$ cat config.mk
export PLATFORM = sky130hd
export DESIGN_NAME = sigma_delta_overload_recovery
export DESIGN_NICKNAME = d
export VERILOG_FILES = /design/src/ovl_recovery_pkg.sv /design/src/fs_window_if.sv /design/src/fs_window.sv /design/src/sigma_delta_overload_recovery.sv
export SDC_FILE = /design/constraint.sdc
export NUM_CORES = 1
export LEC_CHECK = 0
export BUFFER_PORTS_ARGS = -buffer_cell sky130_fd_sc_hd__buf_2
export CORE_MARGIN = 2
export CORE_UTILIZATION = 62
export CTS_CLUSTER_SIZE = 40
export DETAILED_ROUTE_END_ITERATION = 8
export PLACE_DENSITY = 0.91
export SLEW_MARGIN = 5
export SYNTH_ARGS = -nofsm -noshare
export SYNTH_HDL_FRONTEND = slang
export SYNTH_SLANG_ARGS = --single-unit
$ cat constraint.sdc
create_clock -name core_clk_in -period 8.09 [get_ports core_clk_in]
set_input_delay 0.4045 -clock core_clk_in [delete_from_list [all_inputs] [get_ports core_clk_in]]
set_output_delay 0.4045 -clock core_clk_in [all_outputs]
set_load 0.01 [all_outputs]
$ cat src/ovl_recovery_pkg.sv
package ovl_recovery_pkg;
	// Quantizer code layout, offset binary
	localparam int QCODE_W = 5;
	localparam logic [QCODE_W-1:0] FS_POS_CODE = 5'h1F;
	localparam logic [QCODE_W-1:0] FS_NEG_CODE = 5'h00;
	// Sliding window of full-scale hits
	localparam int WIN_LEN = 8;
	localparam int CNT_W = 4;
	localparam logic [CNT_W-1:0] WIN_LIMIT = 4'h5;
	// Recovery sequence lengths in modulator clock cycles
	localparam int SEQ_CNT_W = 6;
	localparam logic [SEQ_CNT_W-1:0] RESET_CYCLES = 6'h10;
	localparam logic [SEQ_CNT_W-1:0] RAMP_CYCLES = 6'h30;
	// One bit wider than the sequence counter, since 64 does not fit in it
	localparam logic [SEQ_CNT_W:0] VALID_CYCLES = 7'h40;
	// Ramp steps down by one dB every two to the power of this many cycles (eight)
	localparam int RAMP_STEP_SHIFT = 3;
	// Attenuation widths and boost
	localparam int PROG_W = 5;
	localparam int ATT_W = 6;
	localparam logic [ATT_W-1:0] ATT_BOOST_DB = 6'h06;
	// Decimation flush lengths, output samples held per filter memory
	localparam int DSEL_W = 2;
	localparam int FLUSH_W = 12;
	localparam logic [FLUSH_W-1:0] FLUSH_TAPS = 12'h040;
	localparam logic [FLUSH_W-1:0] DEC_FACTOR_0 = 12'h00C;
	localparam logic [FLUSH_W-1:0] DEC_FACTOR_1 = 12'h010;
	localparam logic [FLUSH_W-1:0] DEC_FACTOR_2 = 12'h018;
	localparam logic [FLUSH_W-1:0] DEC_FACTOR_3 = 12'h020;
	// Reset values
	localparam logic [CNT_W-1:0] CNT_RESET = 4'h0;
	localparam logic [WIN_LEN-1:0] HIST_RESET = 8'h00;

	// Recovery sequencer states
	typedef enum logic [1:0] {st_idle, st_reset, st_ramp} seq_state_e;
endpackage

$ cat src/fs_window_if.sv
`timescale 1ns/1ps
interface fs_window_if;
	import ovl_recovery_pkg::*;
	logic [QCODE_W-1:0] code; // Quantizer code of this cycle
	logic clear; // Empties the window while the loop is held in reset
	logic overload; // More than the limit of full-scale hits in the window
	logic [CNT_W-1:0] count; // Full-scale hits currently in the window

	// Window side
	modport window
	(
		input code,
		input clear,
		output overload,
		output count
	);
	// Sequencer side
	modport sequencer
	(
		output code,
		output clear,
		input overload,
		input count
	);
endinterface

$ cat src/fs_window.sv
`timescale 1ns/1ps
module fs_window
	import ovl_recovery_pkg::*;
(
	// Clock and reset
	input wire logic core_clk_in,
	input wire logic reset_in,
	// Window link
	fs_window_if.window win
);
	////////////////////////////////////////////////////////////////////////
	// History of full-scale flags, newest in bit 0
	logic [WIN_LEN-1:0] hist;
	logic hit; // Current code sits at either full-scale end
	logic [WIN_LEN-1:0] next_hist;
	logic [CNT_W-1:0] next_count;

	// Count of set bits in the history
	function automatic logic [CNT_W-1:0] ones(input logic [WIN_LEN-1:0] v);
		logic [CNT_W-1:0] n;
		n = CNT_RESET;
		for (int i = 0; i < WIN_LEN; i++)
		begin
			n = n + {{(CNT_W-1){1'b0}}, v[i]};
		end
		return n;
	endfunction

	////////////////////////////////////////////////////////////////////////
	// Full-scale test on both ends of the code range
	always_comb
	begin
		hit = (win.code == FS_POS_CODE) || (win.code == FS_NEG_CODE);
		next_hist = {hist[WIN_LEN-2:0], hit};
		next_count = ones(next_hist);
	end

	// Window slides every cycle; clearing drops all history
	always_ff @(posedge core_clk_in)
	begin
		if (reset_in || win.clear)
		begin
			hist <= HIST_RESET;
		end
		else
		begin
			hist <= next_hist;
		end
	end

	// Count and overload flag registered so the sequencer sees clean levels
	always_ff @(posedge core_clk_in)
	begin
		if (reset_in || win.clear)
		begin
			win.count <= CNT_RESET;
			win.overload <= 1'b0;
		end
		else
		begin
			win.count <= next_count;
			win.overload <= next_count > WIN_LIMIT;
		end
	end
endmodule

$ cat src/sigma_delta_overload_recovery.sv
`timescale 1ns/1ps
// Notes on behaviour
// Five-bit codes; extremes count as full scale
// Overload when over five of eight full-scale
// Overload asserts modulator reset, zeroing loop state
// Overload raises attenuation six dB above programmed
// Reset held sixteen cycles, then released
// Attenuation ramps back over forty-eight cycles
// Renewed overload reruns the whole sequence
// Samples valid within sixty-four cycles after
// Decimated output affected until filters flushed
// Window slides each cycle, cleared during reset
module sigma_delta_overload_recovery
	import ovl_recovery_pkg::*;
(
	// Clock and reset
	input wire logic core_clk_in,
	input wire logic reset_in,
	// Modulator quantizer
	input wire logic [QCODE_W-1:0] quant_code_in,
	// Programmed settings
	input wire logic [PROG_W-1:0] atten_prog_in,
	input wire logic [DSEL_W-1:0] decimation_factor_select_in,
	// Modulator control
	output logic mod_reset_out,
	output logic [ATT_W-1:0] atten_out,
	// Status
	output logic overload_event_out,
	output logic samples_valid_out,
	output logic decim_affected_out,
	output logic [CNT_W-1:0] window_count_out
);
	////////////////////////////////////////////////////////////////////////
	// Declarations
	fs_window_if win(); // Link to the sliding window
	seq_state_e state; // Recovery sequencer state
	seq_state_e next_state;
	logic [SEQ_CNT_W-1:0] seq_cnt; // Cycles spent in the current state
	logic [SEQ_CNT_W-1:0] next_seq_cnt;
	logic [ATT_W-1:0] boost; // Extra attenuation now applied
	logic [ATT_W-1:0] next_boost;
	logic declare; // Overload accepted this cycle
	logic seq_done; // Ramp finishes this cycle
	logic [FLUSH_W-1:0] flush_cnt; // Cycles left until filters are clean
	logic [FLUSH_W-1:0] next_flush_cnt;

	// Flush length in modulator cycles for a decimation choice
	function automatic logic [FLUSH_W-1:0] flush_cycles(input logic [DSEL_W-1:0] sel);
		logic [FLUSH_W-1:0] f;
		f = DEC_FACTOR_0;
		case (sel)
			2'h0: f = DEC_FACTOR_0;
			2'h1: f = DEC_FACTOR_1;
			2'h2: f = DEC_FACTOR_2;
			default: f = DEC_FACTOR_3;
		endcase
		// Product is at most 2048, well inside the count width
		return FLUSH_W'(f * FLUSH_TAPS);
	endfunction

	////////////////////////////////////////////////////////////////////////
	// Sliding full-scale window
	fs_window u_window
	(
		.core_clk_in(core_clk_in),
		.reset_in(reset_in),
		.win(win.window)
	);

	// Window input and clear; clearing follows the registered reset so the
	// window starts empty on the first good sample after release
	always_comb
	begin
		win.code = quant_code_in;
		win.clear = mod_reset_out;
	end

	////////////////////////////////////////////////////////////////////////
	// Sequencer next state
	always_comb
	begin
		next_state = state;
		next_seq_cnt = seq_cnt;
		declare = 1'b0;
		seq_done = 1'b0;
		case (state)
			st_idle:
			begin
				// Wait for the window to call overload
				if (win.overload)
				begin
					declare = 1'b1;
					next_state = st_reset;
					next_seq_cnt = '0;
				end
			end
			st_reset:
			begin
				// Window is cleared here, so no detection can interrupt
				if (seq_cnt == RESET_CYCLES - 6'h01)
				begin
					next_state = st_ramp;
					next_seq_cnt = '0;
				end
				else
				begin
					next_seq_cnt = seq_cnt + 6'h01;
				end
			end
			st_ramp:
			begin
				if (win.overload)
				begin
					// Overload during the ramp restarts from the reset
					declare = 1'b1;
					next_state = st_reset;
					next_seq_cnt = '0;
				end
				else if (seq_cnt == RAMP_CYCLES - 6'h01)
				begin
					seq_done = 1'b1;
					next_state = st_idle;
					next_seq_cnt = '0;
				end
				else
				begin
					next_seq_cnt = seq_cnt + 6'h01;
				end
			end
			default:
			begin
				next_state = st_idle;
				next_seq_cnt = '0;
			end
		endcase
	end

	// Extra attenuation: full boost in reset, one dB lower every eight ramp
	// cycles; the ramp is stepwise since the attenuator has 1 dB steps
	always_comb
	begin
		next_boost = '0;
		if (next_state == st_reset)
		begin
			next_boost = ATT_BOOST_DB;
		end
		else if (next_state == st_ramp)
		begin
			next_boost = ATT_BOOST_DB - ATT_W'(next_seq_cnt >> RAMP_STEP_SHIFT);
		end
	end

	// Flush countdown starts as the sequence ends
	always_comb
	begin
		next_flush_cnt = flush_cnt;
		if (declare)
		begin
			next_flush_cnt = '0;
		end
		else if (seq_done)
		begin
			next_flush_cnt = flush_cycles(decimation_factor_select_in);
		end
		else if (flush_cnt != '0)
		begin
			next_flush_cnt = flush_cnt - 12'h001;
		end
	end

	////////////////////////////////////////////////////////////////////////
	// Sequencer state and counters
	always_ff @(posedge core_clk_in)
	begin
		if (reset_in)
		begin
			state <= st_idle;
			seq_cnt <= '0;
			boost <= '0;
			flush_cnt <= '0;
		end
		else
		begin
			state <= next_state;
			seq_cnt <= next_seq_cnt;
			boost <= next_boost;
			flush_cnt <= next_flush_cnt;
		end
	end

	// Modulator reset and attenuation, registered from next values so they
	// change on the same edge as the state
	always_ff @(posedge core_clk_in)
	begin
		if (reset_in)
		begin
			mod_reset_out <= 1'b0;
			atten_out <= '0;
		end
		else
		begin
			mod_reset_out <= next_state == st_reset;
			// Boost rides on the live programmed value
			atten_out <= {1'b0, atten_prog_in} + next_boost;
		end
	end

	// Status: validity returns when reset plus ramp (64 cycles) are over;
	// the decimated output stays flagged until the flush count runs out
	always_ff @(posedge core_clk_in)
	begin
		if (reset_in)
		begin
			overload_event_out <= 1'b0;
			samples_valid_out <= 1'b1;
			decim_affected_out <= 1'b0;
			window_count_out <= '0;
		end
		else
		begin
			overload_event_out <= declare;
			samples_valid_out <= next_state == st_idle;
			decim_affected_out <= (next_state != st_idle) || (next_flush_cnt != '0);
			window_count_out <= win.count;
		end
	end
endmodule

=== After elaboration in Yosys (flattened, before gate mapping) ===
Cells that the tools add are included.

* Word-level logic and storage cells: 67
* Register bits after elaboration: 46
* Input bits: 14
* Output and inout port bits: 14

* Add/sub/neg operators: 11
* Reduce and logical (&&, ||, !) cells: 11
* Equal/unequal tests: 10
* Multiplexer cells: 21
* Magnitude comparators: 1

{| class="wikitable"
|+ Operators with widths
! kind !! count
|-
| 12-bit 2-to-1 mux || 3
|-
| 6-bit 2-to-1 mux || 6
|-
| 6-bit case mux with 3 select lines || 2
|-
| 12-bit nonzero test || 2
|-
| 4-bit by 1-bit adder with 4-bit output || 5
|-
| 12-bit by 1-bit subtractor with 12-bit output, second input constant || 1
|-
| 2-bit 2-to-1 mux || 4
|-
| 5-bit by 6-bit adder with 6-bit output || 1
|-
| 6-bit by 1-bit adder with 6-bit output, second input constant || 1
|-
| 2-bit by 1-bit == test with 1-bit output, second input constant || 3
|-
| 2-bit == test, second input constant || 3
|-
| 6-bit by 4-bit == test with 1-bit output, second input constant || 1
|-
| 6-bit == test, second input constant || 1
|-
| 2-bit zero test || 3
|-
| 2-bit case mux with 3 select lines || 1
|-
| 5-bit == test, second input constant || 1
|-
| 5-bit zero test || 1
|-
| 1-bit 2-to-1 mux || 5
|-
| 4-bit by 3-bit > comparator with 1-bit output, second input constant || 1
|-
| 3-bit by 3-bit subtractor with 4-bit output, first input constant || 1
|-
| 2-bit by 1-bit adder with 3-bit output || 1
|-
| 1-bit logical OR || 3
|-
| 1-bit by 1-bit adder with 2-bit output || 1
|-
| 2-bit by 1-bit != test with 1-bit output, second input constant || 1
|-
| other kinds (2) || 2
|}

=== Depth between registers and ports, before layout ===
Gate-level depths: netlist of run 1.

* Depth after elaboration: 10
* Mapped depth: 15
* Depth with buffers taken out: 15

=== Cells and area by module ===
A second synthesis of run 1 with hierarchy kept.

* Cells, all modules: 281
* Area, all modules: 2508.7 um2

{| class="wikitable"
|+ Modules (own cells, without submodules)
! module !! area each (um2) !! instances !! cells an instance !! seq. area each (um2)
|-
| sigma_delta_overload_recovery || 1971.9 || 1 || 231 || 680.7
|-
| fs_window || 536.8 || 1 || 50 || 240.2
|}

=== Worst setup path before layout of run 1 ===
Ideal clock, no wire load.

* Path type: input to register
* From: input port quant_code_in[0]
* To: register u_window.win.overload
* Required time: 8016 ps
* Library setup time: 74 ps
* Slack: 4305 ps
* Buffers on the path: 0
* Data arrival time: 3711 ps
* Stages on the path: 12
* Cells stage by stage: or4_1 -> nor2_1 -> a31oi_1 -> fa_1 -> fa_1 -> fa_1 -> inv_1 -> ha_1 -> inv_1 -> fa_1 -> or4_1 -> o21ai_0

* Longest elaborated chain between the ends: 10
* Elaborated cells between the ends (all ways): 11
* Those cells by class: 7 x add/sub; 1 x order compare; 1 x eq/ne; 2 x reduce/logical

{| class="wikitable"
|+ Ends and longest elaborated chain
! what !! RTL line !! text
|-
| start: declaration || sigma_delta_overload_recovery.sv:20 || <nowiki>input wire logic [QCODE_W-1:0] quant_code_in,</nowiki>
|-
| 5-bit == test / 5-bit zero test (equally long branches) || fs_window.sv:33 || <nowiki>hit = (win.code == FS_POS_CODE) || (win.code == FS_NEG_CODE);</nowiki>
|-
| 1-bit logical OR (*) || fs_window.sv:33 ||
|-
| 1-bit by 1-bit adder with 2-bit output (*) || fs_window.sv:24 || <nowiki>n = n + {{(CNT_W-1){1'b0}}, v[i]};</nowiki>
|-
| 2-bit by 1-bit adder with 3-bit output (*) || fs_window.sv:24 ||
|-
| 4-bit by 1-bit adder with 4-bit output (*) (5 in series) || fs_window.sv:24 ||
|-
| 4-bit by 3-bit > comparator with 1-bit output (*) || fs_window.sv:62 || <nowiki>win.overload <= next_count > WIN_LIMIT;</nowiki>
|-
| end signal: assignment || fs_window.sv:62 ||
|-
| end: declaration || fs_window_if.sv:14 || <nowiki>output overload,</nowiki>
|}

Every way passes the cells marked *; elsewhere a longest branch is shown, timed or not.
A chain may end at the register's enable or synchronous reset.

=== Worst setup path after layout of run 1 ===
Same ends and word-level chain as after synthesis.

==> flow_summary.yaml, run 1 <==
run_status:
  status: "finished clean"
sta:
  hold_violations: 0
  clock_skew_ns: 0.005415
  worst_pin_slew_ns: 0.6220
  max_slew_margin_pct: 58.53
  drv_slew: 0
  fin_crit_sh_pct: 45.77
  fin_ws_ns: 4.387
  fin_crit_ns: 3.703
  setup_viol: 0
  clock.fmax_mhz: 270.1
  grt_setup_unrepaired: "false"
  hold_slack_ns: 0.4420
  tns_ns: 0
cts:
  cts_buffers: 5
  cts_hold_buf: 0
  worstSkewPairLatency_ns: 0.30
  htreeDepth: 2
  cts_root_buf: "clkbuf_8"
  cts_buffer_depth: 2
  post_cts_buffers: 0
  ctsResizeCount: 0
  clk_transition_reported_paths_ns: 0.08
  cts_tree: "done"
  cts_sinks: 46
drt:
  drt_iter0_drc: 119
  final_antenna_net_count: 0
  wl_per_cell_um: 13.05
  wirelength_mm: 4.385
  drc_errors: 0
  routed_via_density: 5.539
  vias: 1861
  drt-pass1-iter-count: 4
synth:
  yosysUniqueCellTypes: 48
  ys_seq_elements: 46
  synth-compound-area-share_pct: 12.77
  synthMuxAreaShare_pct: 1.335
  synthSimpleGateAreaFrac_pct: 24.25
  synth-edff-count: 0
  synth_xor_area_share_pct: 4.487
  yosysTopAreaCell: "dfxtp_1"
  synth_top_area_share_pct: 39.32
  syn_inst: 260
  yosysWarningCount: 0
  syn_nets: 295
  yosysSeqAreaShare_pct: 39.32
  synthAdderAreaFrac_pct: 12.82
  avgSynthCellArea_um2: 9.009
  yosys-top-cells-area: "dfxtp_1, ha_1, fa_1"
  synth_area_mm2: 0.002342
  synth_top_family_by_area: "simple AND/OR/NAND/NOR gates"
  synth_ff_type: "dfxtp_1"
  synthArstFlopShare_pct: 0
min_path:
  whs_path_depth: 1
  holdPathEnd: "window_count_out[0]$_SDFF_PP0_"
  hold_start: "u_window.win.count[0]$_SDFF_PP0_"
  hold_path.class: "reg2reg"
layout:
  drive_gt1_share_pct: 14.58
  antenna_cells: 0
  fin_nets: 322
  area_growth_pct: 11.06
  final_cells: 336
  final_util_pct: 71.59
  design_area_mm2: 0.002601
setup_path:
  reg2reg_slack_ns: 4.75
  worst-setup-path-type: "in2reg"
  cp-start-kind: "input port"
  cp.arrival_ns: 3.93
  reg2reg_from: "seq_cnt[0]$_SDFFE_PP0P_"
  r2r-end: "atten_out[5]$_SDFF_PP0_"
  cp_max_fo: 2
  rr_worst_depth: 14
  cp.required_ns: 8.32
  end_kind: "flip-flop"
power_and_ir_drop:
  power_frac_clock_pct: 22.7
  combPwrFrac_pct: 32.4
  vdd_drop_max_mv: 0.1264
  p_switching_mw: 0.2154
  leakage_nw: 1.179
  switching_share_pct: 34.13
  pwr_density_cell_mw_per_mm2: 242.6
  power_frac_seq_pct: 44.9
  p_int_mw: 0.4156
  p_total_mw: 0.6310
grt:
  grt_max_degree: 37
  antenna_found_initial: 0
  grt_usage_pct: 22.80
  gr-total-overflow: 0
  grt_pass1_vias: 1762
  grt_pass1_wl_mm: 7.438
job:
  max_cap_viol_count: 0
floorplanning:
  die_h_um: 65.47
  floorplan.initialDensity_pct: 64.46
  ios: 28
  core_area_mm2: 0.003633
  rows: 22
  dieArea_mm2: 0.004286
  die_x_um: 65.47
place:
  dp_slack_ns: 4.084
  io_buffers: 27
  detailed_place_hpwl_mm: 3.234
  dpl.cell_count: 328
  place_area_mm2: 0.002510
  gp_congestion: 0.7932
-- sequential cells by signal, indices dropped and copies added (netlist names), 2 cells and up --
signal and count:
seq_cnt 6, window_count_out 4, u_window.win.count 4, atten_out 6, u_window.hist 7, flush_cnt 12
state 2
-- logic make-up (layout without fill, tap and decap cells) --
group | after synthesis | in the layout
flip-flops | 46 | 46
buffers and inverters | 31 | 59
AO/OA/AOI/OAI | 45 | 45
multiplexers | 3 | 3
XOR/XNOR | 12 | 12
adder cells (fa/ha/maj) | 21 | 21
AND/OR/NAND/NOR | 102 | 102
-- metal layers --
metal | vias up | wire length, um | track usage, % | part of all wire [%]
li1 | 951 | - | - | -
met1 | 866 | 1905 | 26.50 | 43
met2 | 33 | 2221 | 39.16 | 51
met3 | 11 | 157 | 4.795 | 3.6
met4 | 0 | 101 | 12.24 | 2.3
met5 | - | 0 | 0 | 0
-- Yosys cell counts, drive strengths merged, types with 2 or more instances --
cell type  number
o21ai          10
and2            3
xor2            8
nor4            3
nand4           4
or2             2
nor2           26
or4             3
ha             16
fa              5
clkbuf          6
nand3           6
nand2b          3
nand2          13
nor3b           3
nor4b           2
a21oi           8
nor2b          11
xnor2           4
o21bai          3
and3            3
or3             2
nor3           15
a21o            4
o211ai          2
dfxtp          46
a31oi           3
a211oi          3
a22oi           2
inv            24
o31ai           4
mux2i           2
-- cell type report --
cell class	count	area, um2
flip-flops and latches	46	920.9
fillers	297	1032
clock buffers	7	86.33
inverters	24	90.09
repair buffers	27	135.1
well taps	48	60.06
clock inverters	1	5.005
multi-input cells	183	1304
-- cell usage in the layout, fill, tap and decap left out, types with 3 or more instances in the layout --
cell      instances
a211oi_1          3
a21o_1            3
a21oi_1           8
a31oi_1           3
and2_1            3
buf_2            27
clkbuf_8          6
dfxtp_1          46
fa_1              5
ha_1             16
inv_1            24
nand2_1          12
nand2b_1          3
nand3_1           6
nand4_1           4
nor2_1           26
nor2b_1          11
nor3_1           15
nor3b_1           3
o21ai_0          10
o21bai_1          3
o31ai_1           4
or4_1             3
xnor2_1           4
xor2_1            8
-- power groups by stage --
stage,clock (mW),combinational [mW],sequential (mW)
global route,0.156,0.231,0.288
global placement,0,0.197,0.287
finish,0.143,0.205,0.283
CTS,0.147,0.203,0.283
floorplan,0,0.167,0.284
detailed placement,0,0.201,0.288
-- critical path, stage by stage --
cell and delay [ns]:
buf_2 0.10, or4_1 0.50, nor2_1 0.10, a31oi_1 0.07, fa_1 0.51, fa_1 0.43
fa_1 0.49, inv_1 0.05, ha_1 0.18, inv_1 0.07, fa_1 0.42, or4_1 0.52
o21ai_0 0.09
-- how the worst max path moves through the flow --
| stage | start | to | slack [ns] | cells past startpoint |
|---|---|---|---|---|
| detailed placement | quant_code_in[0] | u_window.win.overload$_SDFF_PP0_ | 4.08 | 13 |
| global route | quant_code_in[0] | u_window.win.overload$_SDFF_PP0_ | 4.17 | 13 |
| finish | quant_code_in[0] | u_window.win.overload$_SDFF_PP0_ | 4.39 | 13 |
| global placement | quant_code_in[0] | u_window.win.overload$_SDFF_PP0_ | 4.18 | 13 |
| floorplan | quant_code_in[0] | u_window.win.overload$_SDFF_PP0_ | 4.30 | 12 |
| CTS | quant_code_in[0] | u_window.win.overload$_SDFF_PP0_ | 4.39 | 13 |
No activity file was read; power rests on OpenSTA's default activity.
==> run 2: changes to the inputs <==
--- a/config.mk
+++ b/config.mk
@@ -5,12 +5,13 @@
 export SDC_FILE = /design/constraint.sdc
 export NUM_CORES = 1
 export LEC_CHECK = 0
+export ABC_AREA = 1
 export BUFFER_PORTS_ARGS = -buffer_cell sky130_fd_sc_hd__buf_2
 export CORE_MARGIN = 2
-export CORE_UTILIZATION = 62
+export CORE_UTILIZATION = 58
 export CTS_CLUSTER_SIZE = 40
 export DETAILED_ROUTE_END_ITERATION = 8
-export PLACE_DENSITY = 0.91
+export PLACE_DENSITY = 0.86
 export SLEW_MARGIN = 5
 export SYNTH_ARGS = -nofsm -noshare
 export SYNTH_HDL_FRONTEND = slang
==> constraint.sdc (replaced) <==
create_clock -name core_clk_in -period 3.5 [get_ports core_clk_in]
set_input_delay 0.175 -clock core_clk_in [delete_from_list [all_inputs] [get_ports core_clk_in]]
set_output_delay 0.175 -clock core_clk_in [all_outputs]
set_load 0.01 [all_outputs]
==> run 2 against run 1 <==
  * Count of clock-buffer cells in the layout unchanged
  * Non-clock buffer count unchanged
  * Clock power up 130%
  * Via count up 13%
  * First-iteration DRC count down 16%
  * Highest routed layer unchanged
  * Largest power group is now combinational logic
  * Worst hold slack worse by 0.21 ns
  * Critical endpoint is now atten_out[5]$_SDFF_PP0_
  * Routed wire length up 3.9%
  * Critical path depth up 8
  * Die area up 12%
  * Design area up 5.3%
==> flow_summary.yaml, run 2 <==
cts:
  post_cts_buffers: 0
  clk_transition_reported_paths_ns: 0.08
  cts_tree: "done"
  cts_sinks: 46
  cts_hold_buf: 0
  cts_buffer_depth: 2
  cts_buffers: 5
  ctsResizeCount: 0
  worstSkewPairLatency_ns: 0.29
  htreeDepth: 2
  cts_root_buf: "clkbuf_8"
setup_path:
  crit_family: "simple AND/OR/NAND/NOR gates"
  cp.depth: 21
  cpPeakStageDelay_ns: 0.38
  slowest_stage: "dfxtp_1"
  cp-start-kind: "flip-flop"
  worst-path-buf-inv: 3
  crit_top_cell: "nand2_1"
  end_kind: "flip-flop"
  worstPathCellList: "ha_1 -> nand3_2 -> nor2_4 -> inv_1 -> nand2_1 -> nand2_1 -> a22oi_1 -> inv_1 -> ha_1 -> or2_1 -> nand3_1 -> nand2_1 -> ha_1 -> a21oi_1 -> nand2_1 -> nand2_1 -> nand2_1 -> a21o_1 -> inv_1 -> nand2_1 -> a21oi_1"
  cp.arrival_ns: 3.37
  reg2reg_slack_ns: 0.36
  r2r-end: "atten_out[5]$_SDFF_PP0_"
  worst-setup-path-type: "reg2reg"
  reg2reg_from: "seq_cnt[0]$_SDFFE_PP0P_"
  cp.required_ns: 3.72
  cp_max_fo: 4
  rr_worst_depth: 21
floorplanning:
  die_h_um: 69.21
  dieArea_mm2: 0.004789
  core_area_mm2: 0.004058
  floorplan.initialDensity_pct: 60.78
  die_x_um: 69.21
  ios: 28
  rows: 23
power_and_ir_drop:
  p_switching_mw: 0.6252
  leakage_nw: 1.377
  p_int_mw: 0.9755
  power_frac_seq_pct: 38.9
  vdd_drop_max_mv: 0.4099
  combPwrFrac_pct: 40.5
  switching_share_pct: 39.06
  power_frac_clock_pct: 20.5
  pwr_density_cell_mw_per_mm2: 584.2
  p_total_mw: 1.601
layout:
  drive_gt1_share_pct: 13.30
  fillers: 348
  top_register: "flush_cnt"
  final_util_pct: 67.53
  antenna_cells: 0
  final_common_cell: "nand2_1"
  fin_nets: 410
  largest_reg_flops: 12
  area_growth_pct: 11.11
  largestRegisters: "flush_cnt: 12 flops, u_window.hist: 7 flops"
  final_cell_mix: "nand2_1, nor2_1, inv_1"
synth:
  yosysTopAreaCell: "dfxtp_1"
  synth_area_mm2: 0.002466
  yosysUniqueCellTypes: 32
  yosysSeqAreaShare_pct: 37.34
  yosys-top-cells-area: "dfxtp_1, nand2_1, nor2_1"
  synth_top_area_share_pct: 37.34
  syn_inst: 345
  avgSynthCellArea_um2: 7.148
  synth_ff_type: "dfxtp_1"
  yosysWarningCount: 0
  synth-edff-count: 0
  yosys-top-cells-count: "nand2_1, nor2_1, inv_1, dfxtp_1, nand3_1"
  yosysMostFrequentCell: "nand2_1"
  ys_seq_elements: 46
  synthArstFlopShare_pct: 0
  syn_nets: 380
sta:
  tns_ns: 0
  fin_crit_sh_pct: 89.80
  hold_violations: 0
  grt_setup_unrepaired: "false"
  drv_slew: 0
  worst_pin_slew_ns: 0.5227
  clock.fmax_mhz: 318.2
  clock_skew_ns: 0.006799
  setup_viol: 0
  fin_crit_ns: 3.143
  max_slew_margin_pct: 65.15
min_path:
  hold_start: "quant_code_in[0]"
  hold_path.class: "in2reg"
  holdPathEnd: "u_window.hist[0]$_SDFF_PP0_"
  whs_path_depth: 3
place:
  io_buffers: 27
  gp_congestion: 0.9106
  detailed_place_hpwl_mm: 3.544
drt:
  wirelength_mm: 4.558
  drc_errors: 0
  wl_per_cell_um: 10.70
  drt_iter0_drc: 100
  vias: 2108
  final_antenna_net_count: 0
  routed_via_density: 4.948
  drt-pass1-iter-count: 4
run_status:
  status: "finished clean"
grt:
  grt_max_degree: 31
  grt_pass1_wl_mm: 8.135
  grt_pass1_vias: 2022
  grt_usage_pct: 20.52
  gr-total-overflow: 0
  antenna_found_initial: 0
job:
  max_cap_viol_count: 0
run 2: layer usage:
metal  track usage (%)  vias up  part of all wire, %
met5                 0        -                    0
met4             6.754        0                 0.88
met3             4.506        4                  4.9
met2             35.79       46                   49
met1             25.02      944                   45
li1                  -     1114                    -
run 2: cells by family after synthesis:
family                     count (synthesis)  share of synthesized area, %
adders and majority gates                 21                         12.18
AOI/OAI and AO/OA                         30                         7.002
DFF                                       46                         37.34
and+or+nand+nor                          172                         30.49
xor gates and xnor gates                   7                         2.486
buffers and inverters                     69                         10.50
run 2: worst max path at each step:
| stage | from | endpoint | slack, ns |
|---|---|---|---|
| after global placement | quant_code_in[3] | u_window.win.overload$_SDFF_PP0_ | 0.38 |
| after detailed placement | quant_code_in[3] | u_window.win.count[2]$_SDFF_PP0_ | 0.26 |
| after global routing | seq_cnt[0]$_SDFFE_PP0P_ | atten_out[5]$_SDFF_PP0_ | 0.02 |
| final | seq_cnt[0]$_SDFFE_PP0P_ | atten_out[5]$_SDFF_PP0_ | 0.36 |
| after CTS | seq_cnt[0]$_SDFFE_PP0P_ | atten_out[5]$_SDFF_PP0_ | 0.33 |
| after floorplan | quant_code_in[3] | u_window.win.overload$_SDFF_PP0_ | 0.59 |
run 2: cell type report:
type | instances | area [um2] | share of cell area (%)
clock buffer | 7 | 86.33 | 3.151
sequential | 46 | 920.9 | 33.61
clock inverter | 1 | 5.005 | 0.1826
inverter | 65 | 244.0 | 8.904
tap | 50 | 62.56 | 2.283
timing repair buffer | 27 | 135.1 | 4.932
multi-input combinational | 230 | 1286 | 46.94
run 2: per-stage QoR:
stage	area (um2)	worst slack [ns]	cells	hold slack, ns
6_report	2740	0.3570	426	0.2286
5_1_grt	2740	0.02394	426	0.2537
4_1_cts	2740	0.3258	426	0.2239
3_5_place_dp	2649	0.2615	418	0.3970
3_3_place_gp	2649	0.3801	418	0.3925
2_1_floorplan	2466	0.5867	345	0.3533
run 2: worst register-to-register path, stage by stage (launching register included):
cell	delay [ns]
dfxtp_1	0.38
ha_1	0.23
nand3_2	0.14
nor2_4	0.14
inv_1	0.07
nand2_1	0.07
nand2_1	0.10
a22oi_1	0.21
inv_1	0.07
ha_1	0.20
or2_1	0.23
nand3_1	0.06
nand2_1	0.08
ha_1	0.34
a21oi_1	0.17
nand2_1	0.10
nand2_1	0.07
nand2_1	0.05
a21o_1	0.16
inv_1	0.05
nand2_1	0.05
a21oi_1	0.11
run 2: power by group through the flow:
stage / registers [mW] / clock network, mW / logic [mW]
finish: 0.623 / 0.329 / 0.649
global placement: 0.633 / 0 / 0.622
CTS: 0.623 / 0.338 / 0.647
global route: 0.630 / 0.357 / 0.754
detailed placement: 0.636 / 0 / 0.640
floorplan: 0.628 / 0 / 0.521
